===== src/include/unba_pkg.sv =====
/*
  constants for the nine-bit serial transceiver with address recognition.
  assumes a single 25 MHz clock; no register bus, all control bits are ports.
*/
package unba_pkg;
    // ----------------------------------------------------------------
    // frame layout
    // ----------------------------------------------------------------
    localparam int UNBA_DATA_W = 8;
    localparam int UNBA_SHIFT_W = 9;
    localparam int UNBA_FIFO_DEPTH = 32;
    // ----------------------------------------------------------------
    // bit timing
    // ----------------------------------------------------------------
    localparam logic [3:0] UNBA_SAMPLE_A = 4'h7;
    localparam logic [3:0] UNBA_SAMPLE_B = 4'h8;
    localparam logic [3:0] UNBA_SAMPLE_C = 4'h9;
    localparam logic [3:0] UNBA_CNT_LAST = 4'hf;
    // fixed-rate mode: 16x tick every cycle (1/16) or every other cycle (1/32)
    localparam logic [0:0] UNBA_DIV32_INIT = 1'h0;
    // ----------------------------------------------------------------
    // reset values
    // ----------------------------------------------------------------
    localparam logic [7:0] UNBA_ADDR_RESET = 8'h00;
    localparam logic [7:0] UNBA_MASK_RESET = 8'h00;
    localparam logic [8:0] UNBA_RX_SHIFT_INIT = 9'h1ff;
    localparam logic [8:0] UNBA_TX_SHIFT_RESET = 9'h000;
    localparam logic [8:0] UNBA_STOP_TO_TOP = 9'h100;
    // ----------------------------------------------------------------
    // states
    // ----------------------------------------------------------------
    typedef enum logic [1:0] {UNBA_TX_IDLE, UNBA_TX_WAIT, UNBA_TX_START, UNBA_TX_DATA} unba_tx_t;
    typedef enum logic [1:0] {UNBA_RX_HUNT, UNBA_RX_BITS, UNBA_RX_HOLD} unba_rx_t;
endpackage


===== src/unba_uart.sv =====
/*
  nine-bit asynchronous transceiver with multiprocessor filtering and
  automatic address recognition. transmit bytes are queued in a FIFO.
  assumes serial_in_pin is already synchronous to clock, and that the
  baud timer overflow is a one-cycle pulse in this clock domain.
*/
// Operation
// frame is start low, eight data bits lsb first, ninth bit, stop high.
// transmitted ninth bit comes from tx_ninth_bit.
// accepted frame loads ninth bit into rx_ninth_bit, byte into serial_buffer.
// fixed-rate bit rate is clock/16 or clock/32.
// variable-rate bit rate comes from baud timer overflow.
// buffer write requests send; frame starts after next divide-by-16 rollover.
// start bit, then shift output, first shift inserts one, later zeros.
// after ninth bit, shift once more, stop sending, set tx_done_flag.
// sample input at 16x; on falling edge reset counter, load all ones.
// majority of samples at counter states 7, 8 and 9.
// non-zero start bit abandons frame and resumes hunting.
// nine-bit shift register; start bit at top triggers final shift and load.
// load only if rx_done_flag clear and filter off or ninth bit one.
// failed condition discards frame, buffer and flag unchanged.
// one bit time after final shift, resume hunting for falling edge.
// master sends addresses with ninth bit one, data with zero.
// filter enable checks stop bit in ten-bit mode; none in shift mode.
// with filter on, flag only ninth-bit-one bytes matching given or broadcast.
// given address: station_address bits where mask is one must match.
// broadcast: or of address and mask; zero bits are don't-care.
// address and mask reset to zero, making filtering transparent.
// software bit selects divide by 16 or 32 in fixed mode.
module unba_uart (
    // clock and reset
    input wire logic clock,
    input wire logic reset_n,
    // serial pins
    input wire logic serial_in_pin,
    output logic serial_out_pin,
    // rate control
    input wire logic variable_rate_mode,
    input wire logic fixed_div32,
    input wire logic baud_timer_ovf,
    // control bits
    input wire logic multiproc_filter_enable,
    input wire logic rx_enable,
    input wire logic tx_ninth_bit,
    // address registers
    input wire logic addr_write,
    input wire logic [7:0] addr_wdata,
    input wire logic mask_write,
    input wire logic [7:0] mask_wdata,
    output logic [7:0] station_address,
    output logic [7:0] station_address_mask,
    // transmit buffer write
    input wire logic tx_write,
    input wire logic [7:0] tx_wdata,
    output logic tx_write_ready,
    // receive buffer and flags
    output logic [7:0] serial_buffer,
    output logic rx_ninth_bit,
    output logic rx_done_flag,
    input wire logic rx_done_clear,
    output logic tx_done_flag,
    input wire logic tx_done_clear,
    output logic tx_busy
);
    import unba_pkg::*;

    // ----------------------------------------------------------------
    // rate tick and transmit divide-by-16 counter
    // ----------------------------------------------------------------
    logic tick16;
    logic [3:0] tx_cnt_reg;
    logic [3:0] rx_cnt_reg;

    unba_baud u_baud (
        .clock(clock),
        .reset_n(reset_n),
        .variable_rate_mode(variable_rate_mode),
        .fixed_div32(fixed_div32),
        .baud_timer_ovf(baud_timer_ovf),
        .tick16(tick16)
    );

    wire tx_rollover = tick16 && (tx_cnt_reg == UNBA_CNT_LAST);

    always_ff @(posedge clock) begin
        if (!reset_n) begin
            tx_cnt_reg <= '0;
        end else if (tick16) begin
            tx_cnt_reg <= tx_cnt_reg + 4'h1;
        end
    end

    // ----------------------------------------------------------------
    // transmit queue
    // ----------------------------------------------------------------
    logic q_valid;
    logic q_ready;
    logic [8:0] q_data;

    // ninth bit is captured with the byte at write time
    // holds 32 queued words, plus one in the output register and one shifting
    unba_fifo #(.WIDTH(UNBA_SHIFT_W), .DEPTH(UNBA_FIFO_DEPTH)) u_fifo (
        .clock(clock),
        .reset_n(reset_n),
        .in_valid(tx_write),
        .in_ready(tx_write_ready),
        .in_data({tx_ninth_bit, tx_wdata}),
        .out_valid(q_valid),
        .out_ready(q_ready),
        .out_data(q_data)
    );

    // ----------------------------------------------------------------
    // transmitter
    // ----------------------------------------------------------------
    unba_tx_t tx_state_reg;
    logic [8:0] tx_shift_reg;
    logic tx_out_reg;
    logic tx_done_reg;
    logic tx_first_reg;

    wire tx_take = (tx_state_reg == UNBA_TX_IDLE) && q_valid;
    assign q_ready = tx_take;
    // ninth bit at output with stop bit just left of it and zeros above
    // before the first shift the raw word could mimic that pattern
    wire tx_last = !tx_first_reg && (tx_shift_reg[8:1] == 8'h01);
    wire tx_finish = (tx_state_reg == UNBA_TX_DATA) && tx_rollover && tx_last;

    always_ff @(posedge clock) begin
        if (!reset_n) begin
            tx_state_reg <= UNBA_TX_IDLE;
            tx_shift_reg <= UNBA_TX_SHIFT_RESET;
            tx_out_reg <= 1'b1;
        end else begin
            unique case (tx_state_reg)
                UNBA_TX_IDLE: begin
                    tx_out_reg <= 1'b1;
                    if (q_valid) begin
                        tx_shift_reg <= q_data;
                        tx_state_reg <= UNBA_TX_WAIT;
                    end
                end
                UNBA_TX_WAIT: begin
                    // start waits for the counter so bits align to it
                    if (tx_rollover) begin
                        tx_out_reg <= 1'b0;
                        tx_state_reg <= UNBA_TX_START;
                    end
                end
                UNBA_TX_START: begin
                    if (tx_rollover) begin
                        tx_out_reg <= tx_shift_reg[0];
                        tx_state_reg <= UNBA_TX_DATA;
                    end
                end
                UNBA_TX_DATA: begin
                    if (tx_rollover) begin
                        if (tx_last) begin
                            // last shift leaves the stop bit at the output
                            tx_out_reg <= 1'b1;
                            tx_shift_reg <= UNBA_TX_SHIFT_RESET;
                            tx_state_reg <= UNBA_TX_IDLE;
                        end else begin
                            // first shift inserts the stop bit, later ones zero
                            tx_out_reg <= tx_shift_reg[1];
                            tx_shift_reg <= {1'b0, tx_shift_reg[8:1]} |
                                (tx_first_reg ? UNBA_STOP_TO_TOP : '0);
                        end
                    end
                end
            endcase
        end
    end

    // ----------------------------------------------------------------
    // first-shift marker
    // ----------------------------------------------------------------
    // track whether the first shift has happened in this frame

    always_ff @(posedge clock) begin
        if (!reset_n) begin
            tx_first_reg <= 1'b0;
        end else if (tx_state_reg == UNBA_TX_START) begin
            tx_first_reg <= 1'b1;
        end else if ((tx_state_reg == UNBA_TX_DATA) && tx_rollover) begin
            tx_first_reg <= 1'b0;
        end
    end

    // hardware set wins over software clear
    always_ff @(posedge clock) begin
        if (!reset_n) begin
            tx_done_reg <= 1'b0;
        end else if (tx_finish) begin
            tx_done_reg <= 1'b1;
        end else if (tx_done_clear) begin
            tx_done_reg <= 1'b0;
        end
    end

    assign serial_out_pin = tx_out_reg;
    assign tx_done_flag = tx_done_reg;
    assign tx_busy = (tx_state_reg != UNBA_TX_IDLE) || q_valid;

    // ----------------------------------------------------------------
    // address registers
    // ----------------------------------------------------------------
    logic [7:0] addr_reg;
    logic [7:0] mask_reg;

    always_ff @(posedge clock) begin
        if (!reset_n) begin
            addr_reg <= UNBA_ADDR_RESET;
            mask_reg <= UNBA_MASK_RESET;
        end else begin
            if (addr_write) begin
                addr_reg <= addr_wdata;
            end
            if (mask_write) begin
                mask_reg <= mask_wdata;
            end
        end
    end

    assign station_address = addr_reg;
    assign station_address_mask = mask_reg;

    // ----------------------------------------------------------------
    // receiver
    // ----------------------------------------------------------------
    unba_rx_t rx_state_reg;
    logic [8:0] rx_shift_reg;
    logic rx_prev_reg;
    logic [2:0] rx_samp_reg;
    logic rx_first_reg;
    logic [7:0] rx_buf_reg;
    logic rx_b8_reg;
    logic rx_done_reg;

    // the edge detector starts high, so a line already low when reset ends counts as a falling edge
    wire rx_fall = rx_prev_reg && !serial_in_pin;
    wire rx_vote = (rx_samp_reg[0] & rx_samp_reg[1]) | (rx_samp_reg[0] & rx_samp_reg[2]) |
        (rx_samp_reg[1] & rx_samp_reg[2]);
    wire rx_bit_end = tick16 && (rx_cnt_reg == UNBA_CNT_LAST);
    wire rx_sample = tick16 && ((rx_cnt_reg == UNBA_SAMPLE_A) ||
        (rx_cnt_reg == UNBA_SAMPLE_B) || (rx_cnt_reg == UNBA_SAMPLE_C));
    // start bit already at the top: the next shift pushes it out and is the final one
    wire rx_final = (rx_state_reg == UNBA_RX_BITS) && rx_bit_end && !rx_first_reg &&
        !rx_shift_reg[8];
    // final shift: data bits sit in rx_shift_reg[7:0] with bit 0 at the top,
    // since they entered lsb first from the bottom; the new bit is the ninth
    logic [7:0] rx_byte;
    for (genvar i = 0; i < UNBA_DATA_W; i++) begin : g_rx_rev
        assign rx_byte[i] = rx_shift_reg[7 - i];
    end
    wire rx_b8 = rx_vote;
    wire given_hit = ((rx_byte ^ addr_reg) & mask_reg) == 8'h00;
    wire [7:0] bcast = addr_reg | mask_reg;
    wire bcast_hit = ((rx_byte ^ bcast) & bcast) == 8'h00;
    // reset value leaves both compares all don't-care
    wire filt_ok = !multiproc_filter_enable ||
        (rx_b8 && (given_hit || bcast_hit));
    wire rx_accept = rx_final && !rx_done_reg && filt_ok;

    always_ff @(posedge clock) begin
        if (!reset_n) begin
            rx_state_reg <= UNBA_RX_HUNT;
            rx_shift_reg <= UNBA_RX_SHIFT_INIT;
            rx_prev_reg <= 1'b1;
            rx_samp_reg <= 3'h7;
            rx_first_reg <= 1'b0;
            rx_cnt_reg <= '0;
        end else begin
            if (tick16) begin
                rx_prev_reg <= serial_in_pin;
                rx_cnt_reg <= rx_cnt_reg + 4'h1;
            end
            if (rx_sample) begin
                rx_samp_reg <= {rx_samp_reg[1:0], serial_in_pin};
            end
            unique case (rx_state_reg)
                UNBA_RX_HUNT: begin
                    if (tick16 && rx_fall && rx_enable) begin
                        rx_cnt_reg <= 4'h1;
                        rx_shift_reg <= UNBA_RX_SHIFT_INIT;
                        rx_first_reg <= 1'b1;
                        rx_state_reg <= UNBA_RX_BITS;
                    end
                end
                UNBA_RX_BITS: begin
                    if (rx_bit_end) begin
                        rx_first_reg <= 1'b0;
                        if (rx_first_reg && rx_vote) begin
                            rx_state_reg <= UNBA_RX_HUNT;
                        end else begin
                            // ones shift out at the top as bits enter at the bottom
                            rx_shift_reg <= {rx_shift_reg[7:0], rx_vote};
                            if (rx_final) begin
                                rx_state_reg <= UNBA_RX_HOLD;
                            end
                        end
                    end
                end
                UNBA_RX_HOLD: begin
                    // stop bit time passes before hunting again
                    if (rx_bit_end) begin
                        rx_shift_reg <= UNBA_RX_SHIFT_INIT;
                        rx_state_reg <= UNBA_RX_HUNT;
                    end
                end
                default: rx_state_reg <= UNBA_RX_HUNT;
            endcase
        end
    end

    // rejected frames leave buffer, ninth bit and flag untouched
    always_ff @(posedge clock) begin
        if (!reset_n) begin
            rx_buf_reg <= 8'h00;
            rx_b8_reg <= 1'b0;
        end else if (rx_accept) begin
            rx_buf_reg <= rx_byte;
            rx_b8_reg <= rx_b8;
        end
    end

    always_ff @(posedge clock) begin
        if (!reset_n) begin
            rx_done_reg <= 1'b0;
        end else if (rx_accept) begin
            rx_done_reg <= 1'b1;
        end else if (rx_done_clear) begin
            rx_done_reg <= 1'b0;
        end
    end

    assign serial_buffer = rx_buf_reg;
    assign rx_ninth_bit = rx_b8_reg;
    assign rx_done_flag = rx_done_reg;
endmodule


===== src/unba_fifo.sv =====
/*
  synchronous FIFO with valid/ready on both sides.
  assumes one clock and synchronous active-low reset.
*/
module unba_fifo #(
    parameter int WIDTH = 9,
    parameter int DEPTH = 32
) (
    // clock and reset
    input wire logic clock,
    input wire logic reset_n,
    // fill side
    input wire logic in_valid,
    output logic in_ready,
    input wire logic [WIDTH-1:0] in_data,
    // drain side
    output logic out_valid,
    input wire logic out_ready,
    output logic [WIDTH-1:0] out_data
);
    localparam int AW = $clog2(DEPTH);
    logic [WIDTH-1:0] mem_reg [DEPTH];
    logic [AW-1:0] wr_reg;
    logic [AW-1:0] rd_reg;
    logic [AW:0] cnt_reg;
    logic [WIDTH-1:0] out_reg;
    logic out_valid_reg;
    wire do_wr = in_valid && in_ready;
    // one output register; refilled whenever it is empty or drained
    wire do_rd = (cnt_reg != '0) && (!out_valid_reg || out_ready);
    assign in_ready = cnt_reg != (AW+1)'(DEPTH);
    assign out_valid = out_valid_reg;
    assign out_data = out_reg;

    always_ff @(posedge clock) begin
        if (do_wr) begin
            mem_reg[wr_reg] <= in_data;
        end
    end

    always_ff @(posedge clock) begin
        if (!reset_n) begin
            wr_reg <= '0;
            rd_reg <= '0;
            cnt_reg <= '0;
            out_reg <= '0;
            out_valid_reg <= 1'b0;
        end else begin
            if (do_wr) begin
                wr_reg <= wr_reg + 1'b1;
            end
            if (do_rd) begin
                rd_reg <= rd_reg + 1'b1;
                out_reg <= mem_reg[rd_reg];
                out_valid_reg <= 1'b1;
            end else if (out_ready) begin
                out_valid_reg <= 1'b0;
            end
            cnt_reg <= cnt_reg + (AW+1)'(do_wr) - (AW+1)'(do_rd);
        end
    end
endmodule


===== src/unba_baud.sv =====
/*
  16x sampling tick generator for the nine-bit modes.
  assumes baud_timer_ovf is a one-cycle pulse from an external timer.
*/
module unba_baud (
    // clock and reset
    input wire logic clock,
    input wire logic reset_n,
    // rate selection
    input wire logic variable_rate_mode,
    input wire logic fixed_div32,
    input wire logic baud_timer_ovf,
    // tick out
    output logic tick16
);
    import unba_pkg::*;
    logic half_reg;
    // fixed rate: tick at fclk (bit = fclk/16) or fclk/2 (bit = fclk/32)
    wire fixed_tick = fixed_div32 ? half_reg : 1'b1;
    assign tick16 = variable_rate_mode ? baud_timer_ovf : fixed_tick;

    always_ff @(posedge clock) begin
        if (!reset_n) begin
            half_reg <= UNBA_DIV32_INIT;
        end else begin
            half_reg <= ~half_reg;
        end
    end
endmodule


===== config.mk =====
export PLATFORM = sky130hd
export DESIGN_NAME = unba_uart
export DESIGN_NICKNAME = d
export VERILOG_FILES = /design/src/include/unba_pkg.sv /design/src/unba_uart.sv /design/src/unba_fifo.sv /design/src/unba_baud.sv
export SDC_FILE = /design/constraint.sdc
export NUM_CORES = 1
export LEC_CHECK = 0
export BUFFER_PORTS_ARGS = -buffer_cell sky130_fd_sc_hd__clkbuf_2
export CORE_MARGIN = 5
export CORE_UTILIZATION = 24
export DETAILED_ROUTE_END_ITERATION = 10
export GPL_ROUTABILITY_DRIVEN = 0
export SLEW_MARGIN = 25
export SYNTH_ARGS = -nofsm -noshare
export SYNTH_HDL_FRONTEND = slang
export SYNTH_SLANG_ARGS = --single-unit

===== constraint.sdc =====
create_clock -name clock -period 3.52 [get_ports clock]
set_input_delay 0.704 -clock clock [delete_from_list [all_inputs] [get_ports clock]]
set_output_delay 0.704 -clock clock [all_outputs]
set_load 0.01 [all_outputs]

==> metrics.txt, run 1 <==
# TYPE chip_impl_metric gauge
chip_impl_metric{name="ios",unit=""} 68
chip_impl_metric{name="synth.top_cell.area_share",unit="%"} 56.6
chip_impl_metric{name="maxCapViolations",unit=""} 0
chip_impl_metric{name="final-max-slew-violation-count",unit=""} 0
chip_impl_metric{name="clock_latency_late_sink",unit="ns"} 0.55
chip_impl_metric{name="place_inst",unit=""} 1885
chip_impl_metric{name="clock_power_share",unit="%"} 35.2
chip_impl_metric{name="total_leakage_power",unit="nW"} 6.06
chip_impl_metric{name="cts.clk_slew.worst_paths",unit="ns"} 0.06
chip_impl_metric{name="netSwitchingPower",unit="mW"} 3.45
chip_impl_info{name="synth_commonest_cells",value="edfxtp_1 (288), nor2_1 (97), dfxtp_1 (91), mux2i_1 (72), mux4_2 (48)"} 1
chip_impl_metric{name="detail_route.iter0.violations",unit=""} 512
chip_impl_metric{name="maxClockFrequency",unit="MHz"} 331
chip_impl_metric{name="stdcell_area",unit="mm^2"} 0.0181
chip_impl_metric{name="die_x",unit="um"} 262
chip_impl_metric{name="detailedPlace.worstSlack",unit="ns"} 0.503
chip_impl_metric{name="combinationalPowerShare",unit="%"} 22.1
chip_impl_metric{name="worst_ep_required_time",unit="ns"} 3.93
chip_impl_metric{name="vias_per_cell",unit=""} 4.36
chip_impl_metric{name="core_area",unit="mm^2"} 0.0631
chip_impl_metric{name="final_period_minus_worst_setup_slack",unit="ns"} 3.02
chip_impl_metric{name="layout_worst_path_cycle_share",unit="%"} 85.7
chip_impl_info{name="worst_setup_path_end_kind",value="flop"} 1
chip_impl_metric{name="post_cts_hold_buffer_count",unit=""} 0
chip_impl_info{name="root_buffer_cell",value="clkbuf_16"} 1
chip_impl_metric{name="largest_reg_flops",unit=""} 288
chip_impl_metric{name="antenna_cells_inserted",unit=""} 0
chip_impl_metric{name="synth_cells",unit=""} 977
chip_impl_metric{name="ratio_of_cells_with_drive_above_1_in_the_final_layout",unit="%"} 21.2
chip_impl_metric{name="power.switching_fraction",unit="%"} 28.1
chip_impl_metric{name="cts_inserted_buffers",unit=""} 39
chip_impl_metric{name="grt_antenna_before_repair",unit=""} 0
chip_impl_metric{name="grt_pass1_vias",unit=""} 8737
chip_impl_metric{name="slew_headroom",unit="%"} 34.6
chip_impl_info{name="outcome",value="finished clean"} 1
chip_impl_metric{name="final-setup-viol-count",unit=""} 0
chip_impl_metric{name="syn_avg_cell_area",unit="um^2"} 15.6
chip_impl_metric{name="pwr_density_cell",unit="mW/mm^2"} 678
chip_impl_info{name="hp-class",value="in2reg"} 1
chip_impl_metric{name="final_core_utilization",unit="%"} 28.8
chip_impl_metric{name="cts_sinks",unit=""} 379
chip_impl_metric{name="netlist-cell-type-count",unit=""} 58
chip_impl_metric{name="grt_pass1_wl",unit="um"} 53400
chip_impl_metric{name="yosys_warnings",unit=""} 0
chip_impl_metric{name="power.sequential.fraction",unit="%"} 42.7
chip_impl_metric{name="placed_area",unit="mm^2"} 0.0168
chip_impl_info{name="yosys.area.top_type",value="edfxtp_1"} 1
chip_impl_metric{name="grt_start_max_net_pins",unit=""} 49
chip_impl_info{name="clock_tree_from_tritoncts",value="done"} 1
chip_impl_metric{name="cts_resized",unit=""} 0
chip_impl_metric{name="p_total",unit="mW"} 12.3
chip_impl_info{name="setup_repair_after_global_routing_missed_its_margin",value="no"} 1
chip_impl_metric{name="hpwl_after_detailed_placement",unit="um"} 21800
chip_impl_info{name="critPathLaunchType",value="flop"} 1
chip_impl_metric{name="initial_util",unit="%"} 24.2
chip_impl_info{name="post_synth_main_area_contributors",value="edfxtp_1 (57%), dfxtp_1 (12%), mux4_2 (7.1%)"} 1
chip_impl_metric{name="areaGrowthSynthToFinish",unit="%"} 18.7
chip_impl_metric{name="die_area",unit="mm^2"} 0.0688
chip_impl_metric{name="layout_setup_ws",unit="ns"} 0.503
chip_impl_metric{name="worstPathArrival",unit="ns"} 3.43
chip_impl_metric{name="ys_ff_latch",unit=""} 379
chip_impl_metric{name="final-instance-count-excl-fill",unit=""} 1957
chip_impl_metric{name="number_of_search_and_repair_iterations_in_the_first_detailed_routing_pass",unit=""} 5
chip_impl_metric{name="detail_route.drc_violations",unit=""} 0
chip_impl_metric{name="drt-wirelength-per-cell",unit="um"} 17.5
chip_impl_metric{name="overflow",unit=""} 0
chip_impl_metric{name="numPortBuffers",unit=""} 67
chip_impl_metric{name="worst-path-max-fanout",unit=""} 8
chip_impl_metric{name="final_net_count",unit=""} 1141
chip_impl_info{name="timing.setup.critical_path_class",value="reg2reg"} 1
chip_impl_metric{name="postRouteAntennaNets",unit=""} 0
chip_impl_metric{name="cts_setup_buffers",unit=""} 0
chip_impl_metric{name="synth_fp_nets",unit=""} 1038
chip_impl_metric{name="fin_worst_hold_slack",unit="ns"} 0.398
chip_impl_metric{name="cell_internal_pwr",unit="mW"} 8.84
chip_impl_metric{name="routed-via-count",unit=""} 8524
chip_impl_info{name="ys_dominant_reg_cell",value="edfxtp_1"} 1
chip_impl_metric{name="detail_route.wirelength",unit="um"} 34300
chip_impl_metric{name="worstMarginPinSlew",unit="ns"} 0.977
chip_impl_metric{name="syn-cell-area",unit="mm^2"} 0.0153
chip_impl_metric{name="rows",unit=""} 92
chip_impl_metric{name="die_height",unit="um"} 262
chip_impl_metric{name="n_fill_cell",unit=""} 6323
chip_impl_metric{name="async_flop_share",unit="%"} 0
chip_impl_metric{name="grt_use_total",unit="%"} 9.68
chip_impl_info{name="synthMostInstantiatedCell",value="edfxtp_1"} 1
chip_impl_metric{name="timing_hold_violations_final",unit=""} 0
chip_impl_metric{name="synth-edff-count",unit=""} 288
chip_impl_metric{name="timing.setup.tns",unit="ns"} 0
chip_impl_metric{name="ctsLongestPathBuffers",unit=""} 3
chip_impl_metric{name="maximum_level_of_the_cts_h_tree",unit=""} 2
chip_impl_metric{name="ir_drop",unit="mV"} 0.477
chip_impl_metric{name="yosysSeqAreaShare",unit="%"} 68.5
chip_impl_metric{name="final.setup_skew",unit="ns"} 0.0179
[final timing paths]
check	depth (start not counted)	slack [ns]	start	end
setup reg to reg	14	0.50	u_fifo.cnt_reg[2]	u_fifo.cnt_reg[4]
hold reg to reg	1	0.41	u_baud.half_reg	u_baud.half_reg
hold / removal	3	0.40	addr_wdata[2]	station_address[2]
setup / recovery	14	0.50	u_fifo.cnt_reg[2]	u_fifo.cnt_reg[4]
[layout make-up]
cell class | instances | area, um^2 | area share, %
Multi-Input combinational cell | 524 | 4470 | 24.6
Clock buffer | 47 | 1030 | 5.68
Clock inverter | 25 | 318 | 1.75
Sequential cell | 379 | 10500 | 57.7
Timing Repair Buffer | 113 | 706 | 3.89
Tap cell | 846 | 1060 | 5.84
Inverter | 23 | 86.3 | 0.476
[power groups by stage]
stage	logic [mW]	clock network, mW	registers [mW]
after floorplan	2.04	0	5.24
after global placement	2.70	0	5.35
after detailed placement	2.75	0	5.35
after CTS	2.76	4.45	5.26
after global routing	3.00	4.64	5.29
final	2.71	4.33	5.25
[metal layers]
metal  GRT usage, %  share of wire, %  vias up
met5              0                 0        -
met4           1.85               1.5        0
li1               -                 -     3989
met1           13.7                47     4316
met3           2.16               5.3       40
met2           15.5                46      179
[placed cells by master (no fill, tap or decap), drive strengths merged, types with 8 or more instances in the layout]
cell type and instances:
edfxtp 288, clkbuf 114, nor2 97, dfxtp 91, mux2i 72, mux4 55
buf 46, nand2 45, a21oi 41, inv 25, ha 22, xor2 16
a22o 16, a22oi 14, o22ai 14, o21ai 14, clkinv 14, nand3 12
a211oi 11, a2111oi 10, o221ai 9, nor3b 9, nor2b 8
[logic make-up after synthesis]
family / count (synthesis) / share of synthesized area, %
AND/OR/NAND/NOR: 206 / 6.22
buffers and inverters: 74 / 2.35
adder cells (fa/ha/maj): 24 / 2.00
XOR/XNOR: 22 / 1.26
AO/OA/AOI/OAI: 144 / 6.61
flip-flops: 379 / 68.5
multiplexers: 128 / 13.1
[worst max-delay path: stages (launching register included)]
cell	delay, ns
dfxtp_1	0.34
inv_1	0.07
ha_1	0.22
nor4bb_1	0.16
a21oi_1	0.58
ha_1	0.35
inv_1	0.06
ha_1	0.16
inv_1	0.06
fa_1	0.43
inv_1	0.07
a21oi_1	0.05
o21bai_1	0.15
xnor2_1	0.14
nor2_1	0.05
No activity file was read; power rests on OpenSTA's default activity.
==> run 2: changes to the inputs <==
- CELL_PAD_IN_SITES_DETAIL_PLACEMENT: default -> 1
- CELL_PAD_IN_SITES_GLOBAL_PLACEMENT: default -> 1
- CORE_UTILIZATION: 24 -> 25
- PLACE_DENSITY_LB_ADDON: default -> 0.1
- REMOVE_ABC_BUFFERS: default -> 1
==> metrics.txt, run 2 (synthesis results as in run 1) <==
# TYPE chip_impl_metric gauge
chip_impl_info{name="outcome",value="finished clean"} 1
chip_impl_metric{name="slew_headroom",unit="%"} 31.3
chip_impl_metric{name="final-max-slew-violation-count",unit=""} 0
chip_impl_metric{name="die_x",unit="um"} 257
chip_impl_metric{name="antenna_cells_inserted",unit=""} 0
chip_impl_metric{name="place_inst",unit=""} 1831
chip_impl_metric{name="die_height",unit="um"} 257
chip_impl_info{name="critPathLaunchType",value="flop"} 1
chip_impl_metric{name="power.switching_fraction",unit="%"} 28.5
chip_impl_metric{name="cts_inserted_buffers",unit=""} 47
chip_impl_metric{name="ratio_of_cells_with_drive_above_1_in_the_final_layout",unit="%"} 22.5
chip_impl_metric{name="combinationalPowerShare",unit="%"} 21.6
chip_impl_info{name="setup_repair_after_global_routing_missed_its_margin",value="no"} 1
chip_impl_info{name="root_buffer_cell",value="clkbuf_16"} 1
chip_impl_metric{name="post_cts_hold_buffer_count",unit=""} 0
chip_impl_info{name="cp_common_cell",value="inv_1"} 1
chip_impl_metric{name="numPortBuffers",unit=""} 67
chip_impl_info{name="worstPathCellList",value="inv_1, ha_1, nor4bb_1, a21oi_1, ha_1, inv_1, ha_1, inv_1, fa_1, inv_1, a21oi_1, o21bai_1, xnor2_1, nor2_1"} 1
chip_impl_metric{name="grt_pass1_vias",unit=""} 9435
chip_impl_metric{name="ir_drop",unit="mV"} 0.374
chip_impl_metric{name="final_period_minus_worst_setup_slack",unit="ns"} 3.03
chip_impl_metric{name="pwr_density_cell",unit="mW/mm^2"} 700
chip_impl_metric{name="drt-wirelength-per-cell",unit="um"} 21.3
chip_impl_metric{name="routed-via-count",unit=""} 8684
chip_impl_metric{name="cts_setup_buffers",unit=""} 0
chip_impl_metric{name="critPathBufInv",unit=""} 4
chip_impl_info{name="critical_path.reg2reg.startpoint",value="u_fifo.cnt_reg[2]"} 1
chip_impl_metric{name="cp_num_cells",unit=""} 14
chip_impl_metric{name="clock_latency_late_sink",unit="ns"} 0.57
chip_impl_metric{name="final_net_count",unit=""} 1159
chip_impl_metric{name="rows",unit=""} 90
chip_impl_metric{name="power.sequential.fraction",unit="%"} 41.2
chip_impl_metric{name="grt_start_max_net_pins",unit=""} 54
chip_impl_metric{name="timing_hold_violations_final",unit=""} 0
chip_impl_metric{name="total_leakage_power",unit="nW"} 6.22
chip_impl_metric{name="maximum_level_of_the_cts_h_tree",unit=""} 2
chip_impl_metric{name="detail_route.drc_violations",unit=""} 0
chip_impl_metric{name="final.setup_skew",unit="ns"} 0.0179
chip_impl_metric{name="layout_worst_path_cycle_share",unit="%"} 86.2
chip_impl_metric{name="final-instance-count-excl-fill",unit=""} 1918
chip_impl_info{name="leading_cell_type_in_the_layout_fill_and_taps_excluded",value="edfxtp_1"} 1
chip_impl_metric{name="worst_ep_required_time",unit="ns"} 3.94
chip_impl_metric{name="final-setup-viol-count",unit=""} 0
chip_impl_info{name="layout_common_cells",value="edfxtp_1 (288), nor2_1 (97), dfxtp_1 (89), mux2i_1 (72), clkbuf_2 (67)"} 1
chip_impl_metric{name="clock_power_share",unit="%"} 37.2
chip_impl_metric{name="ctsLongestPathBuffers",unit=""} 3
chip_impl_metric{name="ios",unit=""} 68
chip_impl_info{name="timing.setup.critical_path_class",value="reg2reg"} 1
chip_impl_metric{name="initial_util",unit="%"} 25.3
chip_impl_info{name="worst_setup_path_end_kind",value="flop"} 1
chip_impl_metric{name="detail_route.iter0.violations",unit=""} 433
chip_impl_metric{name="detail_route.wirelength",unit="um"} 40800
chip_impl_metric{name="cell_internal_pwr",unit="mW"} 9.17
chip_impl_info{name="cp_top_delay_family",value="adder cells"} 1
chip_impl_metric{name="maxCapViolations",unit=""} 0
chip_impl_metric{name="worstMarginPinSlew",unit="ns"} 1.03
chip_impl_metric{name="fin_worst_hold_slack",unit="ns"} 0.371
chip_impl_metric{name="timing.reg2reg.setup_slack",unit="ns"} 0.49
chip_impl_info{name="timing_startpoint_of_the_critical_path",value="u_fifo.cnt_reg[2]"} 1
chip_impl_metric{name="critical-path-max-stage-delay",unit="ns"} 0.60
chip_impl_metric{name="overflow",unit=""} 0
chip_impl_info{name="clock_tree_from_tritoncts",value="done"} 1
chip_impl_metric{name="largest_reg_flops",unit=""} 288
chip_impl_metric{name="maxClockFrequency",unit="MHz"} 330
chip_impl_metric{name="worst_reg_to_reg_cells",unit=""} 14
chip_impl_metric{name="worst-path-max-fanout",unit=""} 8
chip_impl_info{name="crit_slowest_cell",value="a21oi_1"} 1
chip_impl_metric{name="cts.clk_slew.worst_paths",unit="ns"} 0.06
chip_impl_metric{name="die_area",unit="mm^2"} 0.0662
chip_impl_metric{name="number_of_search_and_repair_iterations_in_the_first_detailed_routing_pass",unit=""} 4
chip_impl_metric{name="cts_resized",unit=""} 0
chip_impl_info{name="hp-class",value="in2reg"} 1
chip_impl_metric{name="worstPathArrival",unit="ns"} 3.45
chip_impl_metric{name="core_area",unit="mm^2"} 0.0605
chip_impl_info{name="worst_r2r_endpoint",value="u_fifo.cnt_reg[4]"} 1
chip_impl_metric{name="grt_use_total",unit="%"} 12.2
chip_impl_metric{name="grt_antenna_before_repair",unit=""} 1
chip_impl_info{name="crit_path_end",value="u_fifo.cnt_reg[4]"} 1
chip_impl_metric{name="vias_per_cell",unit=""} 4.53
chip_impl_metric{name="netSwitchingPower",unit="mW"} 3.65
chip_impl_metric{name="cts_sinks",unit=""} 379
chip_impl_metric{name="postRouteAntennaNets",unit=""} 0
chip_impl_metric{name="areaGrowthSynthToFinish",unit="%"} 19.8
chip_impl_metric{name="grt_pass1_wl",unit="um"} 61800
chip_impl_metric{name="hpwl_after_detailed_placement",unit="um"} 26000
run 2: cell types whose count changed in the layout (fill, tap and decap cells not counted), sizes merged:
cell	change
clkinv	+11
clkinvlp	-1
buf	+10
clkbuf	+7
bufinv	-1
inv	-1
run 2: layout make-up:
type | count | area [um^2]
fill | 6321 | 42200
sequential | 379 | 10500
multi-input combinational | 524 | 4470
clock buffer | 54 | 1220
tap | 782 | 978
timing repair buffer | 123 | 781
clock inverter | 33 | 305
inverter | 23 | 86.3
run 2: layer usage:
| layer | vias to the layer above | track usage, % | share of wire, % | wire length (um) |
|---|---|---|---|---|
| met4 | 0 | 2.91 | 1.9 | 782 |
| met5 | - | 0 | 0 | 0 |
| met2 | 121 | 19.6 | 46 | 18900 |
| li1 | 4037 | - | - | - |
| met1 | 4472 | 17.1 | 48 | 19700 |
| met3 | 54 | 2.32 | 3.2 | 1310 |
run 2: tightest hold or removal path: stages:
cell and delay, ns:
clkbuf_2 0.07, mux2i_1 0.05, nor2_1 0.07
run 2: worst min-delay path by stage:
stage,start,endpoint,slack [ns],cells after the start
finish,addr_wdata[4],station_address[4],0.37,3
global route,addr_wdata[0],station_address[0],0.35,3
CTS,addr_wdata[4],station_address[4],0.33,3
detailed placement,u_baud.half_reg,u_baud.half_reg,0.41,1
global placement,u_baud.half_reg,u_baud.half_reg,0.40,1
floorplan,u_baud.half_reg,u_baud.half_reg,0.39,1
run 2: metrics by stage:
step                worst slack, ns  util [%]  TNS (ns)  total power, mW  cell area [um^2]
floorplan                     -1.55         -    -24.25             7.23             15000
global placement              0.525      27.8         0             8.25             16800
detailed placement            0.415      27.8         0             8.25             16800
CTS                           0.400      30.3         0             13.1             18300
global route                  0.195      30.3         0             13.5             18300
finish                        0.487      30.3         0             12.8             18300
run 2: power groups by stage:
| stage | Sequential (mW) | Combinational, mW | Clock, mW |
|---|---|---|---|
| finish | 5.29 | 2.77 | 4.77 |
| detailed placement | 5.40 | 2.85 | 0 |
| floorplan | 5.47 | 1.77 | 0 |
| global route | 5.33 | 3.05 | 5.15 |
| global placement | 5.39 | 2.86 | 0 |
| CTS | 5.30 | 2.86 | 4.97 |
